$ cat config.mk
export PLATFORM = sky130hd
export DESIGN_NAME = port_loopback_control
export DESIGN_NICKNAME = d
export VERILOG_FILES = /design/src/port_loop_pkg.sv /design/src/loop_fifo.sv /design/src/port_loop_status.sv /design/src/port_loopback_control.sv
export VERILOG_INCLUDE_DIRS = /design/src
export SDC_FILE = /design/constraint.sdc
export NUM_CORES = 1
export LEC_CHECK = 0
export ABC_AREA = 1
export BUFFER_PORTS_ARGS = -buffer_cell sky130_fd_sc_hd__buf_2
export CORE_UTILIZATION = 59
export CTS_CLUSTER_DIAMETER = 80
export DETAILED_ROUTE_END_ITERATION = 10
export GPL_TIMING_DRIVEN = 0
export PLACE_DENSITY = 0.8
export SYNTH_ARGS = -nofsm -noshare
export SYNTH_HDL_FRONTEND = slang
export SYNTH_HIERARCHICAL = 1
export SYNTH_SLANG_ARGS = --single-unit
$ cat constraint.sdc
create_clock -name clk -period 5.05 [get_ports clk]
set_input_delay 1.01 -clock clk [delete_from_list [all_inputs] [get_ports clk]]
set_output_delay 1.01 -clock clk [all_outputs]
set_load 0.005 [all_outputs]
$ cat src/port_loop_params.svh
// Constants for the port loopback control block
`ifndef PORT_LOOP_PARAMS_SVH
`define PORT_LOOP_PARAMS_SVH

// Loopback selection codes
`define LOOP_SEL_NONE     2'h0
`define LOOP_SEL_FACILITY 2'h1
`define LOOP_SEL_TERMINAL 2'h2

// Default sizes
`define NUM_CLIENTS_DEF   4
`define DATA_W_DEF        8
`define FIFO_DEPTH_DEF    8

// Word sent in place of traffic when path alarm indication is forced
`define PATH_AIS_FILL     1'b1

// Reset value of the loopback selection of each port
`define LOOP_SEL_RESET    2'h0

`endif

$ cat src/port_loop_pkg.sv
// Types shared by the port loopback control files
`include "port_loop_params.svh"

package port_loop_pkg;

   // Loopback selection of one port; the unused code reads as none
   typedef enum logic [1:0] {
      LOOP_NONE     = `LOOP_SEL_NONE,
      LOOP_FACILITY = `LOOP_SEL_FACILITY,
      LOOP_TERMINAL = `LOOP_SEL_TERMINAL
   } loop_sel_t;

endpackage

$ cat src/loop_fifo.sv
// Small flip-flop FIFO carrying trunk-bound words
`timescale 1ns/1ps
`default_nettype none

module loop_fifo #(
   parameter int WIDTH = 8,
   parameter int DEPTH = 8
) (
   input  wire logic             clk,
   input  wire logic             rst,
   input  wire logic             in_valid,
   output logic                  in_ready,
   input  wire logic [WIDTH-1:0] in_data,
   output logic                  out_valid,
   input  wire logic             out_ready,
   output logic      [WIDTH-1:0] out_data
);

   localparam int AW = (DEPTH > 1) ? $clog2(DEPTH) : 1;

   logic [WIDTH-1:0] mem [DEPTH];
   logic [AW-1:0]    wr_ptr;
   logic [AW-1:0]    rd_ptr;
   logic [AW:0]      count;
   logic             push;
   logic             pop;

   ////////////////////////////////////////////////////////////////////////
   // Honest flags; full stalls the writer, empty stalls the reader
   assign in_ready  = (count != (AW+1)'(DEPTH));
   assign out_valid = (count != '0);
   assign push      = in_valid && in_ready;
   assign pop       = out_valid && out_ready;
   assign out_data  = mem[rd_ptr];

   ////////////////////////////////////////////////////////////////////////
   // Storage
   always_ff @(posedge clk) begin
      if (push) begin
         mem[wr_ptr] <= in_data;
      end
   end

   // Pointers wrap at DEPTH, which need not be a power of two
   always_ff @(posedge clk) begin
      if (rst) begin
         wr_ptr <= '0;
         rd_ptr <= '0;
      end else begin
         if (push) begin
            wr_ptr <= (wr_ptr == AW'(DEPTH-1)) ? '0 : wr_ptr + 1'b1;
         end
         if (pop) begin
            rd_ptr <= (rd_ptr == AW'(DEPTH-1)) ? '0 : rd_ptr + 1'b1;
         end
      end
   end

   // Occupancy
   always_ff @(posedge clk) begin
      if (rst) begin
         count <= '0;
      end else if (push && !pop) begin
         count <= count + 1'b1;
      end else if (pop && !push) begin
         count <= count - 1'b1;
      end
   end

endmodule

`default_nettype wire

$ cat src/port_loop_status.sv
// Per-port loopback decode, conditions and alarm suppression
`timescale 1ns/1ps
`default_nettype none
`include "port_loop_params.svh"

module port_loop_status
   import port_loop_pkg::*;
#(
   parameter int NP = 5
) (
   input  wire logic            clk,
   input  wire logic            rst,
   input  wire logic [2*NP-1:0] loop_sel,
   input  wire logic [NP-1:0]   loop_permit,
   input  wire logic [NP-1:0]   alarm_raw,
   input  wire logic            alarm_in_loop,
   output logic      [NP-1:0]   term_active,
   output logic      [NP-1:0]   fac_active,
   output logic      [NP-1:0]   terminal_loop_condition,
   output logic      [NP-1:0]   line_loop_condition,
   output logic      [NP-1:0]   alarms_suppressed_maint,
   output logic      [NP-1:0]   out_of_service_loop_maint,
   output logic      [NP-1:0]   alarm_out
);

   // One decode per port; the spare code falls back to no loopback
   function automatic loop_sel_t decode_sel(input logic [1:0] code);
      case (code)
         `LOOP_SEL_FACILITY: decode_sel = LOOP_FACILITY;
         `LOOP_SEL_TERMINAL: decode_sel = LOOP_TERMINAL;
         default:            decode_sel = LOOP_NONE;
      endcase
   endfunction

   ////////////////////////////////////////////////////////////////////////
   genvar g;
   generate
      for (g = 0; g < NP; g++) begin : g_port
         loop_sel_t sel;
         logic      any;

         // A single field per port means only one type can be active
         assign sel = decode_sel(loop_sel[2*g +: 2]);
         assign term_active[g] = loop_permit[g] && (sel == LOOP_TERMINAL);
         assign fac_active[g]  = loop_permit[g] && (sel == LOOP_FACILITY);
         assign any = term_active[g] || fac_active[g];

         // Registered report of each port's loopback and alarm view
         always_ff @(posedge clk) begin
            if (rst) begin
               terminal_loop_condition[g]   <= 1'b0;
               line_loop_condition[g]       <= 1'b0;
               alarms_suppressed_maint[g]   <= 1'b0;
               out_of_service_loop_maint[g] <= 1'b0;
               alarm_out[g]                 <= 1'b0;
            end else begin
               terminal_loop_condition[g]   <= term_active[g];
               line_loop_condition[g]       <= fac_active[g];
               alarms_suppressed_maint[g]   <= any && !alarm_in_loop;
               out_of_service_loop_maint[g] <= any;
               alarm_out[g] <= alarm_raw[g] && (!any || alarm_in_loop);
            end
         end
      end
   endgenerate

endmodule

`default_nettype wire

$ cat src/port_loopback_control.sv
// Loopback datapath control between client ports and one trunk port
//
// Contract
// - Client terminal loop returns trunk traffic back toward the trunk.
// - Trunk terminal loop returns client traffic back to that client.
// - Turnaround sits inside the card, never through the looped line interface.
// - A terminating port loops back only and forwards nothing downstream.
// - A bridging port loops back and still forwards; terminal loops bridge.
// - Terminated loop injects alarm indication downstream; bridged loop injects none (here bridged client terminal and trunk facility loops force AIS/squelch).
// - Add-drop client terminal loop sends path alarm indication on SONET clients.
// - Add-drop client terminal loop squelches an Ethernet client output.
// - Add-drop trunk facility loop sends path alarm indication on SONET clients.
// - Add-drop trunk facility loop squelches every Ethernet client.
// - Add-drop trunk terminal loop keeps sending downstream, drop and continue.
// - Trunk terminal loop acts on the aggregate, affecting every client; only clients with in_service_normal set are looped.
// - Per-port status tells terminal loopback apart from facility loopback.
// - Port alarms suppressed during loopback unless alarm-in-loop is set.
// - Clients map statically to trunk slots; no cross-connect needed.
// - Single-client transponder: client looped in maintenance, trunk in service.
// - Trunk terminal loop: trunk in maintenance, clients in service to loop.
`timescale 1ns/1ps
`default_nettype none
`include "port_loop_params.svh"

module port_loopback_control
   import port_loop_pkg::*;
#(
   parameter int NUM_CLIENTS   = `NUM_CLIENTS_DEF,
   parameter int DATA_W        = `DATA_W_DEF,
   parameter int FIFO_DEPTH    = `FIFO_DEPTH_DEF,
   parameter bit ADD_DROP      = 1'b1,
   parameter bit SINGLE_CLIENT = 1'b0,
   parameter int PW = (NUM_CLIENTS > 1) ? $clog2(NUM_CLIENTS) : 1
) (
   input  wire logic                       clk,
   input  wire logic                       rst,
   // Configuration; index NUM_CLIENTS is the trunk
   input  wire logic [2*NUM_CLIENTS+1:0]   loop_sel,
   input  wire logic [NUM_CLIENTS:0]       loop_terminate,
   input  wire logic [NUM_CLIENTS:0]       port_maint,
   input  wire logic [NUM_CLIENTS:0]       in_service_normal,
   input  wire logic [NUM_CLIENTS-1:0]     client_is_eth,
   input  wire logic                       alarm_in_loop,
   input  wire logic [NUM_CLIENTS:0]       alarm_raw,
   // Traffic received from the client line interfaces
   input  wire logic                       client_rx_valid,
   output logic                            client_rx_ready,
   input  wire logic [PW-1:0]              client_rx_port,
   input  wire logic [DATA_W-1:0]          client_rx_data,
   // Traffic sent to the client line interfaces
   output logic                            client_tx_valid,
   output logic      [PW-1:0]              client_tx_port,
   output logic      [DATA_W-1:0]          client_tx_data,
   output logic      [NUM_CLIENTS-1:0]     client_squelch,
   output logic      [NUM_CLIENTS-1:0]     path_alarm_indication,
   // Aggregate traffic received from the trunk line interface
   input  wire logic                       trunk_rx_valid,
   output logic                            trunk_rx_ready,
   input  wire logic [PW-1:0]              trunk_rx_port,
   input  wire logic [DATA_W-1:0]          trunk_rx_data,
   // Aggregate traffic sent to the trunk line interface
   output logic                            trunk_tx_valid,
   input  wire logic                       trunk_tx_ready,
   output logic      [PW-1:0]              trunk_tx_port,
   output logic      [DATA_W-1:0]          trunk_tx_data,
   // Status
   output logic      [NUM_CLIENTS:0]       terminal_loop_condition,
   output logic      [NUM_CLIENTS:0]       line_loop_condition,
   output logic      [NUM_CLIENTS:0]       alarms_suppressed_maint,
   output logic      [NUM_CLIENTS:0]       out_of_service_loop_maint,
   output logic      [NUM_CLIENTS:0]       alarm_out
);

   localparam int NP = NUM_CLIENTS + 1;
   localparam int TR = NUM_CLIENTS;
   localparam int FW = PW + DATA_W;
   localparam logic [DATA_W-1:0] AIS_WORD = {DATA_W{`PATH_AIS_FILL}};

   logic [NP-1:0]          loop_permit;
   logic [NP-1:0]          term_active;
   logic [NP-1:0]          fac_active;
   logic [NUM_CLIENTS-1:0] force_ais;
   logic [NUM_CLIENTS-1:0] force_squelch;
   logic                   trunk_term;
   logic                   trunk_fac_term;
   logic                   t_loop;
   logic                   t_fwd;
   logic                   c_loop;
   logic                   c_take;
   logic                   fifo_in_valid;
   logic                   fifo_in_ready;
   logic [FW-1:0]          fifo_in_data;
   logic [FW-1:0]          fifo_out_data;
   logic [DATA_W-1:0]      c_up_data;
   logic                   next_tx_valid;
   logic [PW-1:0]          next_tx_port;
   logic [DATA_W-1:0]      next_tx_data;

   ////////////////////////////////////////////////////////////////////////
   // Loopbacks only take effect on a port the controller put in
   // maintenance; a lone client loop also needs the trunk in service
   always_comb begin
      loop_permit = port_maint;
      if (SINGLE_CLIENT && !in_service_normal[TR]) begin
         loop_permit[NUM_CLIENTS-1:0] = '0;
      end
   end

   // Per-port decode and reporting
   port_loop_status #(
      .NP (NP)
   ) u_status (
      .clk                       (clk),
      .rst                       (rst),
      .loop_sel                  (loop_sel),
      .loop_permit               (loop_permit),
      .alarm_raw                 (alarm_raw),
      .alarm_in_loop             (alarm_in_loop),
      .term_active               (term_active),
      .fac_active                (fac_active),
      .terminal_loop_condition   (terminal_loop_condition),
      .line_loop_condition       (line_loop_condition),
      .alarms_suppressed_maint   (alarms_suppressed_maint),
      .out_of_service_loop_maint (out_of_service_loop_maint),
      .alarm_out                 (alarm_out)
   );

   ////////////////////////////////////////////////////////////////////////
   // Client-facing alarm and squelch treatment
   assign trunk_term     = term_active[TR];
   assign trunk_fac_term = fac_active[TR] && loop_terminate[TR];

   genvar g;
   generate
      for (g = 0; g < NUM_CLIENTS; g++) begin : g_client
         logic hit;
         // Client terminal loop or trunk facility loop on the add-drop card
         assign hit = ADD_DROP && (term_active[g] || fac_active[TR]);
         // SONET clients get path alarm; a terminated trunk facility loop hits all
         assign force_ais[g] = (hit && !client_is_eth[g])
                               || trunk_fac_term;
         // Ethernet clients are shut rather than filled
         assign force_squelch[g] = hit && client_is_eth[g];
      end
   endgenerate

   // Level outputs, registered so they stand clean for the line side
   always_ff @(posedge clk) begin
      if (rst) begin
         client_squelch        <= '0;
         path_alarm_indication <= '0;
      end else begin
         client_squelch        <= force_squelch;
         path_alarm_indication <= force_ais & ~force_squelch;
      end
   end

   ////////////////////////////////////////////////////////////////////////
   // Trunk receive: slot number is the client number, fixed mapping
   // Turnaround sits here in the card logic, before any line interface
   assign t_loop = trunk_rx_valid && term_active[trunk_rx_port];
   // A trunk terminal loop takes the aggregate, so slots whose client is
   // in service are looped and the trunk data to them is dropped
   assign t_fwd = trunk_rx_valid && !(trunk_term && in_service_normal[trunk_rx_port])
                  && !(fac_active[TR] && loop_terminate[TR]);
   // Looped words need FIFO room; plain forwarding never stalls
   assign trunk_rx_ready = !t_loop || fifo_in_ready;

   ////////////////////////////////////////////////////////////////////////
   // Client receive toward trunk; loop to clients only when in service
   assign c_loop = trunk_term && in_service_normal[client_rx_port];
   // Looped trunk words win the FIFO; the client source is held off
   assign client_rx_ready = fifo_in_ready && !t_loop;
   assign c_take = client_rx_valid && client_rx_ready;

   // A terminated client facility loop sends alarm fill instead of data
   always_comb begin
      c_up_data = client_rx_data;
      if (fac_active[client_rx_port] && loop_terminate[client_rx_port]) begin
         c_up_data = AIS_WORD;
      end
   end

   // FIFO feed; terminal loops always bridge, so looped client data also
   // still goes up the trunk
   always_comb begin
      fifo_in_valid = 1'b0;
      fifo_in_data  = {client_rx_port, c_up_data};
      if (t_loop) begin
         fifo_in_valid = 1'b1;
         fifo_in_data  = {trunk_rx_port, trunk_rx_data};
      end else if (client_rx_valid) begin
         fifo_in_valid = 1'b1;
      end
   end

   // The trunk line side can stall; backpressure reaches both sources
   loop_fifo #(
      .WIDTH (FW),
      .DEPTH (FIFO_DEPTH)
   ) u_trunk_fifo (
      .clk       (clk),
      .rst       (rst),
      .in_valid  (fifo_in_valid),
      .in_ready  (fifo_in_ready),
      .in_data   (fifo_in_data),
      .out_valid (trunk_tx_valid),
      .out_ready (trunk_tx_ready),
      .out_data  (fifo_out_data)
   );

   assign trunk_tx_port = fifo_out_data[FW-1 -: PW];
   assign trunk_tx_data = fifo_out_data[DATA_W-1:0];

   ////////////////////////////////////////////////////////////////////////
   // Client transmit selection. Trunk loop and trunk forwarding cannot
   // collide on one port: a looped client drops its trunk slot.
   always_comb begin
      next_tx_valid = 1'b0;
      next_tx_port  = trunk_rx_port;
      next_tx_data  = trunk_rx_data;
      if (c_take && c_loop) begin
         next_tx_valid = 1'b1;
         next_tx_port  = client_rx_port;
         next_tx_data  = client_rx_data;
      end else if (t_fwd && trunk_rx_ready) begin
         next_tx_valid = 1'b1;
      end
      if (force_ais[next_tx_port]) begin
         next_tx_data = AIS_WORD;
      end
      if (force_squelch[next_tx_port]) begin
         next_tx_valid = 1'b0;
      end
   end

   // Client words leave from flip-flops, one cycle after acceptance
   always_ff @(posedge clk) begin
      if (rst) begin
         client_tx_valid <= 1'b0;
         client_tx_port  <= '0;
         client_tx_data  <= '0;
      end else begin
         client_tx_valid <= next_tx_valid;
         client_tx_port  <= next_tx_port;
         client_tx_data  <= next_tx_data;
      end
   end

endmodule

`default_nettype wire

Word-level counts from Yosys, hierarchy flattened --
Memories as Yosys holds them, arrays and structs flattened. A register that Yosys moved wholly into a read port is not among the register bits. Index checks and enable logic that the tools add are counted.
Word-level totals: flip-flop bits (word level) 54, RAM bits 80, logic and storage cells 182, memories 1
Operators by class: $add $sub $neg 4, $lt $le $gt $ge 3, equal/unequal tests 23, muxes and demuxes 36, bitwise gates (word level) 2, reduce and logical (&&, ||, !) cells 80
Memory list:
- u_trunk_fifo.mem | words 8, bits a word 10, rd ports 1, clocked after Yosys merged registers in 1, write ports 1, line loop_fifo.sv:21 | logic [WIDTH-1:0] mem [DEPTH];
Operators by type and width (number):
- $logic_and A1 B1 Y1 | 43
- $mux W8 | 3
- $eq A2 B1 Y1 const B | 10
- $eq A2 B2 Y1 const B | 10
- $pmux W2 S2 | 5
- $logic_or A1 B1 Y1 | 19
- $logic_not A1 Y1 | 15
- $bmux W1 S2 | 7
- $mux W1 | 13
- $mux W3 | 4
- $mux W10 | 1
- $lt A2 B4 Y1 const B | 2
- $mux W4 | 2
- $add A3 B1 Y3 const B | 2
- $eq A3 B3 Y1 const B | 2
- $add A4 B1 Y4 const B | 1
- $and A4 B4 Y4 | 1
- $ne A4 B4 Y1 const B | 1
- $not A4 Y4 | 1
- $reduce_bool A4 Y1 | 1
- $sub A4 B1 Y4 const B | 1
- $lt A2 B3 Y1 const B | 1
- $mux W2 | 1
- $reduce_bool A2 Y1 | 1
- $reduce_or A2 Y1 | 1

Longest topological paths before layout --
Gate-level depths: netlist of run 1.
depth after elaboration 15, mapped depth 23, depth with buffers taken out 22

Modules after synthesis --
The synthesis of run 1 kept the hierarchy.
Modules (own cells, without submodules):
- loop_fifo | instances 1, cells each 360, area an instance 3950.0 µm²
- port_loopback_control | instances 1, cells each 194, area an instance 1204.9 µm²
- port_loop_status | instances 1, cells each 99, area an instance 858.3 µm²

Worst setup path before layout of run 1 --
No wires, ideal clock.
path type input to register, start input loop_sel[2], end register u_trunk_fifo.count[3], arrival time 3283 ps, required time 4941 ps, slack 1658 ps, stages on the path 21, path buffers 1, cells stage by stage inv_1 -> nand3_2 -> inv_1 -> inv_1 -> nand2_1 -> nand3_1 -> nand2_1 -> nand2_4 -> inv_1 -> clkbuf_1 -> or2_2 -> nand2_4 -> inv_1 -> ha_1 -> inv_1 -> ha_1 -> or2_2 -> nand3_1 -> nand3_1 -> nand2_1 -> inv_1
Between the ends: word-level cells in the longest chain between the ends 12
Ends and longest elaborated chain:
- from (decl) | line port_loopback_control.sv:38 | input wire logic [2*NUM_CLIENTS+1:0] loop_sel,
- $eq A2 B2 Y1 / $eq A2 B1 Y1 (equally long branches) | line port_loop_status.sv:28 | case (code)
- $pmux W2 S2 * | line port_loop_status.sv:28
- $eq A2 B2 Y1 * | line port_loop_status.sv:44 | assign term_active[g] = loop_permit[g] && (sel == LOOP_TERMINAL);
- $logic_and A1 B1 Y1 * | line port_loop_status.sv:44
- net term_active[1] | line port_loopback_control.sv:80 | logic [NP-1:0] term_active;
- $bmux W1 S2 * | line port_loopback_control.sv:161 | assign t_loop = trunk_rx_valid && term_active[trunk_rx_port];
- $mux W1 (not written as such) * | line port_loopback_control.sv:161
- $logic_and A1 B1 Y1 * | line port_loopback_control.sv:161
- $mux W1 * | line port_loopback_control.sv:189 | if (t_loop) begin
- net fifo_in_valid | line port_loopback_control.sv:90 | logic fifo_in_valid;
- $logic_and A1 B1 Y1 * | line loop_fifo.sv:32 | assign push = in_valid && in_ready;
- net u_trunk_fifo.push | line loop_fifo.sv:25 | logic push;
- $logic_not A1 Y1 | line loop_fifo.sv:65 | end else if (pop && !push) begin
- $logic_and A1 B1 Y1 | line loop_fifo.sv:65
- $reduce_bool A2 Y1 (no line)
- to (signal assigned) | line loop_fifo.sv:64 | count <= count + 1'b1;
- to (signal assigned) | line loop_fifo.sv:66 | count <= count - 1'b1;
- to (decl) | line loop_fifo.sv:24 | logic [AW:0] count;
Mark *: on every way through the listed nets, which the timed path passes. The rest lies on a longest branch. The select of a mux whose other input is x is not followed. A chain may end at the register's enable or synchronous reset.

Worst setup path after layout of run 1 --
Same ends and word-level chain as after synthesis.

==> results of run 1 <==
[metrics by stage]
stage | setup slack (ps) | utilization [%] | hold WS, ps | instance area (sq um)
floorplan | 1660 | - | 475 | 6010
global placement | 1210 | 68.8 | 494 | 6760
detailed placement | 1120 | 68.8 | 522 | 6760
CTS | 1550 | 74.6 | 536 | 7330
global route | 1270 | 74.6 | 574 | 7330
finish | 1530 | 74.6 | 549 | 7330
[worst min-delay path by stage]
stage          depth (start not counted)                     end  slack [ps]
4_1_cts                                2  u_trunk_fifo/rd_ptr[2]         540
6_report                               2  u_trunk_fifo/wr_ptr[0]         550
5_1_grt                                2               flip-flop         570
3_5_place_dp                           2  u_trunk_fifo/wr_ptr[0]         520
2_1_floorplan                          2  u_trunk_fifo/wr_ptr[0]         480
3_3_place_gp                           2  u_trunk_fifo/rd_ptr[1]         490
[power by group through the flow]
stage | Combinational, mW | Clock, mW | Sequential, mW
floorplan | 0.587 | 0 | 1.37
global placement | 0.830 | 0 | 1.37
detailed placement | 0.870 | 0 | 1.38
CTS | 0.883 | 1.21 | 1.36
global route | 1.01 | 1.25 | 1.37
finish | 0.883 | 1.20 | 1.36
[Yosys cell counts (4+ instances only)]
cell type / number
nor2_1: 146
nand3_1: 25
nand3_2: 13
o21ai_0: 31
a21oi_1: 25
o21ai_1: 33
dfxtp_1: 57
edfxtp_1: 80
nor3_1: 4
nand2_1: 122
buf_2: 6
inv_1: 63
clkbuf_8: 4
buf_6: 6
ha_1: 7
[state kept, by name, summed over array words and instances, names as in the netlist, named ones only]
register	count
u_status/line_loop_condition	5
u_status/alarm_out	5
u_trunk_fifo/count	4
u_status/out_of_service_loop_maint	5
u_trunk_fifo/rd_ptr	3
client_tx_valid	1
client_squelch	4
client_tx_port	2
u_trunk_fifo/wr_ptr	3
u_status/terminal_loop_condition	5
path_alarm_indication	4
client_tx_data	8
u_trunk_fifo/mem	80
u_status/alarms_suppressed_maint	5
[worst max-delay path, delay by kind of cell]
kind,cells,cell delay (ps)
buf+inv,9,1080
fa+ha+maj,2,510
simple gates,11,1330
[layout make-up]
| cell class | count | area (sq um) |
|---|---|---|
| Sequential cell | 137 | 3540 |
| Fill cell | 740 | 2490 |
| Inverter | 70 | 268 |
| Tap cell | 133 | 166 |
| Clock inverter | 14 | 154 |
| Buffer | 21 | 184 |
| Timing Repair Buffer | 115 | 576 |
| Clock buffer | 18 | 418 |
| Multi-Input combinational cell | 425 | 2020 |
[metal layers]
metal | track usage [%] | part of all wire [%] | up-vias
met2 | 52.0 | 51 | 213
met4 | 12.0 | 2.2 | 0
li1 | - | - | 2396
met3 | 8.14 | 7.7 | 26
met1 | 32.7 | 39 | 2307
met5 | 0 | 0 | -
[kinds of logic (layout without fill, tap and decap cells)]
| family | count (synthesis) | count (layout) | synth area share, % |
|---|---|---|---|
| and+or+nand+nor | 324 | 324 | 23.5 |
| DFF | 137 | 137 | 58.9 |
| AOI/OAI and AO/OA | 91 | 91 | 7.95 |
| buffers and inverters | 91 | 238 | 7.51 |
| adders and majority gates | 8 | 8 | 1.79 |
| xor gates and xnor gates | 2 | 2 | 0.291 |
==> metrics.yaml, run 1 <==
status:
  outcome: "complete, no violations"
setup_path:
  end_kind: "flip-flop"
  ff2ff_path_depth: 12
  crit_chain: "buf_2 > inv_1 > nand3_2 > inv_1 > inv_1 > nand2_1 > nand3_1 > nand2_1 > nand2_4 > inv_1 > clkbuf_1 > or2_2 > nand2_4 > inv_1 > ha_1 > inv_1 > ha_1 > or2_2 > nand3_1 > nand3_1 > nand2_1 > inv_1"
  reg2reg_to: "u_trunk_fifo/count[3]"
  arrival_ps: 3930
  crit_slowest_cell: "clkbuf_1"
  crit_end: "u_trunk_fifo/count[3]"
  path_max_fanout: 10
  critPathLaunchType: "primary input"
  r2r_slack_ps: 2720
  r2r_start: "u_trunk_fifo/count[1]"
  cpMostUsedCell: "inv_1"
  startpoint: "loop_sel[2]"
  critPathMaxStageDelay_ps: 360
  worstPathRequired_ps: 5470
  worst-setup-path-type: "in2reg"
detailed_routing:
  dr.pass1.iters: 5
  wirelength_mm: 14.3
  ant_nets: 0
  dr.first_iter.drc_count: 358
  vias_per_cell: 5.30
  vias: 4942
  wl_per_cell_um: 15.3
  route.detailed.drc: 0
place:
  dp_cells: 901
  hpwlAfterDp_mm: 10.4
  port_buffers: 115
  gp_congestion: 0.909
run:
  max_cap_viol_count: 0
clock_tree:
  postCtsHoldBufs: 0
  cts_sinks: 137
  clk_latency_ps: 520
  cts_tree: "built"
  cts_resized: 0
  cts.path.max_buffers: 2
  path_clk_slew_ps: 60
  cts_buffers: 17
  cts-htree-levels: 4
  cts_setup_buffers: 0
  cts_root_buf: "clkbuf_8"
global_route:
  grt_use_total_pct: 29.1
  grt_pass1_wl_mm: 22.6
  grt_max_degree: 17
  antenna_found_initial: 0
  grt_pass1_vias: 4800
  grt-ovfl-total: 0
timing:
  rsz0062_at_grt: "no"
  period_minus_slack_ps: 3520
  finalHoldViolations: 0
  max_freq_mhz: 284
  worst_slew_pin_slew_ps: 1040
  fin_skew_ps: 6.83
  relSlewSlack_pct: 30.0
  setup_tns_ps: 0
  slew_violations: 0
  period_share_pct: 69.6
  setup_viol: 0
pwr:
  p_seq_share_pct: 39.5
  power.internal_mw: 2.38
  peakVddDrop_uv: 303
  p_switching_mw: 1.06
  p_comb_share_pct: 25.7
  clock_power_share_pct: 34.8
  p_sw_share_pct: 30.8
  leakagePower_nw: 3.45
  power_mw: 3.44
  p_per_area_nw_per_um2: 469
die:
  die_h_um: 103
  ios: 117
  die_x_um: 103
  placementRows: 36
  core_sq_um: 9820
  dieArea_sq_um: 10600
  initial_core_util_pct: 61.2
yosys:
  ys_ff_latch: 137
  synth_edf_count: 80
  yosys_warnings: 6
  synth_top_cell_area_share_pct: 40.0
  yosys.area.top_type: "edfxtp_1"
  synthCells: 653
  syn_area_per_cell_sq_um: 9.21
  synth_seq_area_share_pct: 58.9
  syn_area_sq_um: 6010
  synthesis.nets: 721
  ys_types: 32
  ys.flop_type: "edfxtp_1"
  yosys-top-cells-area: "edfxtp_1 40%, dfxtp_1 19%, nor2_1 9.1%"
  synthArstFlopShare_pct: 0
cells_and_area:
  antennaDiodeCount: 0
  nets: 855
  drive_above_1_share_pct: 23.8
  final_common_cell: "nor2_1"
  synthToLayoutAreaGrowth_pct: 21.8
  final_cells: 933
  final_cell_mix: "146 x nor2_1, 122 x nand2_1, 121 x buf_2"
min_path:
  hp-class: "reg2reg"
  hp-start: "u_trunk_fifo/wr_ptr[0]"
Power figures use the tool's default switching activity.
==> inputs of run 2 (changes only) <==
- CORE_UTILIZATION: 59 -> 55
- PLACE_DENSITY: 0.8 -> 0.76
- clock period: 5.05 -> 3.3 ns (I/O delays scaled with it)
==> metrics.yaml, run 2 (same netlist as run 1, synthesis figures left out) <==
status:
  outcome: "complete, no violations"  # unchanged
cells_and_area:
  drive_above_1_share_pct: 24.4  # was 23.8%
  largest_reg_flops: 80  # unchanged
  final_common_cell: "nor2_1"  # unchanged
  synthToLayoutAreaGrowth_pct: 23.8  # was 21.8%
  antennaDiodeCount: 0  # unchanged
  top_regs: "u_trunk_fifo/mem (80), client_tx_data (8)"  # unchanged
  final_cells: 935  # was 933
  registers.top_by_ff_count: "u_trunk_fifo/mem"  # unchanged
  final_cell_mix: "145 x nor2_1, 122 x nand2_1, 121 x buf_2"  # was 146 x nor2_1, 122 x nand2_1, 121 x buf_2
  nets: 854  # was 855
  fin_util_pct: 71.1  # was 74.6%
clock_tree:
  cts_setup_buffers: 0  # unchanged
  cts-htree-levels: 4  # unchanged
  cts_sinks: 137  # unchanged
  cts_buffers: 17  # unchanged
  clk_latency_ps: 510  # was 520 ps
  cts_root_buf: "clkbuf_8"  # unchanged
  path_clk_slew_ps: 60  # about the same
  cts.path.max_buffers: 2  # unchanged
  cts_tree: "built"  # unchanged
setup_path:
  end_kind: "flip-flop"  # unchanged
  r2r_start: "u_trunk_fifo/count[1]"  # unchanged
  startpoint: "loop_sel[0]"  # was loop_sel[2]
  path_max_fanout: 11  # was 10
  reg2reg_to: "u_trunk_fifo/count[3]"  # unchanged
  critPathLaunchType: "primary input"  # unchanged
  r2r_slack_ps: 1090  # was 2720 ps
  arrival_ps: 3040  # was 3930 ps
  crit_chain: "buf_2 > inv_1 > nand3_2 > inv_1 > inv_1 > nand2_1 > nand3_1 > nand2_1 > nand2_4 > inv_1 > or2_2 > nand2_4 > inv_1 > nand2_1 > nor2_1"  # was buf_2 > inv_1 > nand3_2 > inv_1 > inv_1 > nand2_1 > nand3_1 > nand2_1 > nand2_4 > inv_1 > clkbuf_1 > or2_2 > nand2_4 > inv_1 > ha_1 > inv_1 > ha_1 > or2_2 > nand3_1 > nand3_1 > nand2_1 > inv_1
  path_buf_inv: 6  # was 9
  crit_family: "simple AND/OR/NAND/NOR gates"  # unchanged
  crit_slowest_cell: "nor2_1"  # was clkbuf_1
  cpMostUsedCell: "inv_1"  # unchanged
  worstPathRequired_ps: 3430  # was 5470 ps
  ff2ff_path_depth: 12  # unchanged
  worst-setup-path-type: "in2reg"  # unchanged
  critPathMaxStageDelay_ps: 780  # was 360 ps
detailed_routing:
  vias_per_cell: 5.17  # was 5.30
  ant_nets: 0  # unchanged
  dr.pass1.iters: 5  # unchanged
  dr.first_iter.drc_count: 283  # was 358
  wirelength_mm: 14.1  # was 14.3 mm
  route.detailed.drc: 0  # unchanged
  vias: 4830  # was 4,942
  wl_per_cell_um: 15.1  # was 15.3 um
die:
  core_sq_um: 10500  # was 9820 sq um
  dieArea_sq_um: 11400  # was 10,600 sq um
  ios: 117  # unchanged
  die_x_um: 107  # was 103 um
  placementRows: 37  # was 36
  die_h_um: 107  # was 103 um
  initial_core_util_pct: 57.5  # was 61.2%
timing:
  relSlewSlack_pct: 31.2  # was 30.0%
  setup_viol: 0  # unchanged
  period_share_pct: 88.3
  fin_skew_ps: 8.41  # was 6.83 ps
  max_freq_mhz: 343
  period_minus_slack_ps: 2910
  rsz0062_at_grt: "no"  # unchanged
  setup_ws_ps: 387  # was 1530 ps
  slew_violations: 0  # unchanged
  finalHoldViolations: 0  # unchanged
  worst_slew_pin_slew_ps: 1030  # was 1040 ps
global_route:
  grt_max_degree: 17  # unchanged
  grt_pass1_vias: 4723  # was 4,800
  grt-ovfl-total: 0  # unchanged
  antenna_found_initial: 0  # unchanged
  grt_use_total_pct: 26.1  # was 29.1%
  grt_pass1_wl_mm: 22.4  # was 22.6 mm
run:
  max_cap_viol_count: 0  # unchanged
min_path:
  hp-class: "in2reg"  # was reg2reg
  hp-start: "client_is_eth[1]"  # was u_trunk_fifo/wr_ptr[0]
  worstHoldPathCells: 2  # unchanged
  hold_end: "path_alarm_indication[1]"  # was u_trunk_fifo/wr_ptr[0]
place:
  dp_cells: 904  # was 901
  hpwlAfterDp_mm: 9.92  # was 10.4 mm
  post-place-ws_ps: -319  # was 1120 ps
  port_buffers: 115  # unchanged
  gp_congestion: 0.850  # was 0.909
pwr:
  p_per_area_nw_per_um2: 754  # was 469 nW/um^2
  leakagePower_nw: 3.50  # was 3.45 nW
  peakVddDrop_uv: 500  # was 303 uV
  power_mw: 5.61  # was 3.44 mW
==> run 2: cell types whose count changed in the layout (fill, tap and decap cells not counted), sizes merged <==
| cell | change |
|---|---|
| bufinv | +4 |
| clkinv | -3 |
| clkbuf | -1 |
| clkinvlp | -1 |
==> run 2: worst register-to-register path, delay by kind of cell (launching register included) <==
kind,cells,cell delay [ps]
adder cells (fa/ha/maj),2,490
buffers and inverters,3,250
flip-flops,1,350
AND/OR/NAND/NOR,7,1020
==> run 2: cell type report <==
| cell class | instances | area [sq um] |
|---|---|---|
| plain buffers | 20 | 180 |
| fillers | 789 | 3020 |
| well taps | 136 | 170 |
| inverters | 70 | 268 |
| clock inverters | 14 | 268 |
| repair buffers | 115 | 576 |
| multi-input cells | 425 | 2020 |
| clock buffers | 18 | 418 |
| flip-flops and latches | 137 | 3540 |
==> run 2: report_power, final <==
part | internal [mW] | total [mW] | switching, mW
combinational | 0.504 | 1.35 | 0.847
sequential | 2.00 | 2.07 | 0.0763
clock | 1.46 | 2.19 | 0.722
==> run 2: worst max path at each step <==
| stage | endpoint | slack (ps) | cells after the start |
|---|---|---|---|
| 4_1_cts | u_trunk_fifo/mem[4][8] | 150 | 15 |
| 3_5_place_dp | u_trunk_fifo/mem[4][7] | -320 | 15 |
| 6_report | u_trunk_fifo/mem[7][8] | 390 | 15 |
| 5_1_grt | u_trunk_fifo/mem[1][0] | 160 | 15 |
| 3_3_place_gp | u_trunk_fifo/mem[5][7] | -230 | 16 |
| 2_1_floorplan | u_trunk_fifo/count[3] | 260 | 21 |
==> run 2: metal layers <==
layer  routed length, um  up-vias  part of all wire (%)  track usage (%)
met2                7240      197                    51             45.9
met5                   0        -                     0                0
li1                    -     2390                     -                -
met3                 881       26                   6.2             5.82
met1                5770     2217                    41             31.2
met4                 227        0                   1.6             9.30
==> run 2: per-stage QoR <==
stage | setup TNS, ps | hold WS, ps | instance area, sq um
after detailed placement | -15950 | 507 | 6760
after global routing | 0 | 329 | 7440
after floorplan | 0 | 475 | 6010
after global placement | -11620 | 495 | 6760
after CTS | 0 | 326 | 7440
final | 0 | 337 | 7440
==> run 2: repair_timing <==
item	CTS	global route
hold buffers	0	0
setup endpoints to repair	0	38
resized for setup	0	1
==> inputs of run 3 (changes only) <==
- RECOVER_POWER: not set -> 50
- clock period: 3.3 -> 3.2 ns (I/O delays scaled with it)
==> metrics.yaml, run 3 (same netlist as run 1, synthesis figures left out) <==
setup_path:
  end_kind: "flip-flop"  # unchanged
  path_max_fanout: 11  # unchanged
  ff2ff_path_depth: 12  # unchanged
  cpMostUsedCell: "inv_1"  # unchanged
  worstPathRequired_ps: 3330  # was 3430 ps
  critPathMaxStageDelay_ps: 760  # was 780 ps
  arrival_ps: 2990  # was 3040 ps
  reg2reg_to: "u_trunk_fifo/count[3]"  # unchanged
  worst-setup-path-type: "in2reg"  # unchanged
  crit_chain: "buf_2 > inv_1 > nand3_2 > inv_1 > inv_1 > nand2_1 > nand3_1 > nand2_1 > nand2_4 > inv_1 > or2_2 > nand2_4 > inv_1 > nand2_1 > nor2_1"  # unchanged
  r2r_slack_ps: 920  # was 1090 ps
  critPathLaunchType: "primary input"  # unchanged
  crit_slowest_cell: "nor2_1"  # unchanged
  r2r_start: "u_trunk_fifo/count[1]"  # unchanged
clock_tree:
  path_clk_slew_ps: 60  # about the same
  cts_root_buf: "clkbuf_8"  # unchanged
  cts_setup_buffers: 0  # unchanged
  cts_tree: "built"  # unchanged
  cts_resized: 0  # unchanged
  cts-htree-levels: 4  # unchanged
  cts_buffers: 17  # unchanged
  cts.path.max_buffers: 2  # unchanged
  cts_sinks: 137  # unchanged
  postCtsHoldBufs: 0  # unchanged
  clk_latency_ps: 510  # about the same
timing:
  relSlewSlack_pct: 33.1  # was 31.2%
  max_freq_mhz: 349
  worst_slew_pin_slew_ps: 1000  # was 1030 ps
  finalHoldViolations: 0  # unchanged
  period_minus_slack_ps: 2870
  fin_skew_ps: 7.95  # was 8.41 ps
  slew_violations: 0  # unchanged
  setup_tns_ps: 0  # unchanged
  period_share_pct: 89.6
  setup_viol: 0  # unchanged
  rsz0062_at_grt: "no"  # unchanged
  setup_ws_ps: 333  # was 387 ps
  whs_ps: 313  # was 337 ps
cells_and_area:
  nets: 854  # unchanged
  drive_above_1_share_pct: 19.4  # was 24.4%
  antennaDiodeCount: 0  # unchanged
  registers.top_by_ff_count: "u_trunk_fifo/mem"  # unchanged
  final_common_cell: "nor2_1"  # unchanged
  top_regs: "u_trunk_fifo/mem (80), client_tx_data (8)"  # unchanged
  largest_reg_flops: 80  # unchanged
  synthToLayoutAreaGrowth_pct: 22.6  # was 23.8%
  final_cells: 935  # unchanged
  fin_util_pct: 70.5  # was 71.1%
  fill_cells: 816  # was 789
  final_cell_mix: "146 x nor2_1, 123 x nand2_1, 86 x buf_2"  # was 145 x nor2_1, 122 x nand2_1, 121 x buf_2
  stdcell_area_sq_um: 7370  # was 7440 sq um
global_route:
  grt_pass1_vias: 4723  # unchanged
  grt_use_total_pct: 26.1  # unchanged
  grt.busiest_layer: "met2"  # unchanged
  grt_max_degree: 17  # unchanged
  grt_pass1_wl_mm: 22.4  # unchanged
  antenna_found_initial: 0  # unchanged
  grt_use_met1_pct: 31.2  # unchanged
  met2_usage_pct: 45.9  # unchanged
  grt.met3_usage_pct: 5.82  # unchanged
  grt-ovfl-total: 0  # unchanged
detailed_routing:
  ant_nets: 0  # unchanged
  dr.pass1.iters: 5  # unchanged
  route.detailed.drc: 0  # unchanged
  wl_per_cell_um: 15.0  # was 15.1 um
  vias: 4857  # was 4,830
  dr.first_iter.drc_count: 295  # was 283
  wirelength_mm: 14.1  # about the same
  vias_per_cell: 5.19  # was 5.17
min_path:
  hp-start: "client_is_eth[1]"  # unchanged
  hold_end: "path_alarm_indication[1]"  # unchanged
  worstHoldPathCells: 2  # unchanged
  hp-class: "in2reg"  # unchanged
die:
  dieArea_sq_um: 11400  # unchanged
  die_x_um: 107  # unchanged
  ios: 117  # unchanged
  core_sq_um: 10500  # unchanged
  initial_core_util_pct: 57.5  # unchanged
  placementRows: 37  # unchanged
  die_h_um: 107  # unchanged
pwr:
  power_mw: 5.77  # was 5.61 mW
  peakVddDrop_uv: 514  # was 500 uV
  leakagePower_nw: 3.36  # was 3.50 nW
  p_per_area_nw_per_um2: 783  # was 754 nW/um^2
status:
  outcome: "complete, no violations"  # unchanged
place:
  dp_cells: 904  # unchanged
  hpwlAfterDp_mm: 9.92  # unchanged
  port_buffers: 115  # unchanged
  placed_area_sq_um: 6760  # unchanged
  post-place-ws_ps: -399  # was -319 ps
  gp_congestion: 0.850  # unchanged
run:
  max_cap_viol_count: 0  # unchanged
==> run 3: final cells by class <==
cell class              instances  area [sq um]  area share [%]
flip-flops and latches        137          3540            48.1
clock buffers                  18           418            5.67
plain buffers                  20           178            2.41
inverters                      70           268            3.63
repair buffers                115           534            7.25
clock inverters                14           268            3.63
multi-input cells             425          1990            27.0
well taps                     136           170            2.31
==> run 3: worst max path at each step <==
stage | start | to | slack [ps]
final | loop_sel[2] | u_trunk_fifo/mem[7][8] | 330
after global placement | loop_sel[2] | u_trunk_fifo/mem[5][7] | -310
after CTS | loop_sel[2] | u_trunk_fifo/mem[4][8] | 70
after detailed placement | loop_sel[2] | u_trunk_fifo/mem[4][7] | -400
after global routing | loop_sel[6] | u_trunk_fifo/count[3] | 70
after floorplan | loop_sel[2] | u_trunk_fifo/count[3] | 180
==> run 3: worst max-delay path: cells and delay by family <==
kind          cells  cell delay [ps]
simple gates      9             1590
buf+inv           6              750
==> run 3: power by group <==
part,switching (mW),leakage [nW],internal [mW]
registers,0.0768,1.19,2.06
clock network,0.746,0.334,1.51
logic,0.867,1.84,0.512
==> run 3: layer usage <==
layer	wire length, um	share of wire (%)
met4	223	1.6
met3	927	6.6
met5	0	0
met2	7220	51
met1	5700	40
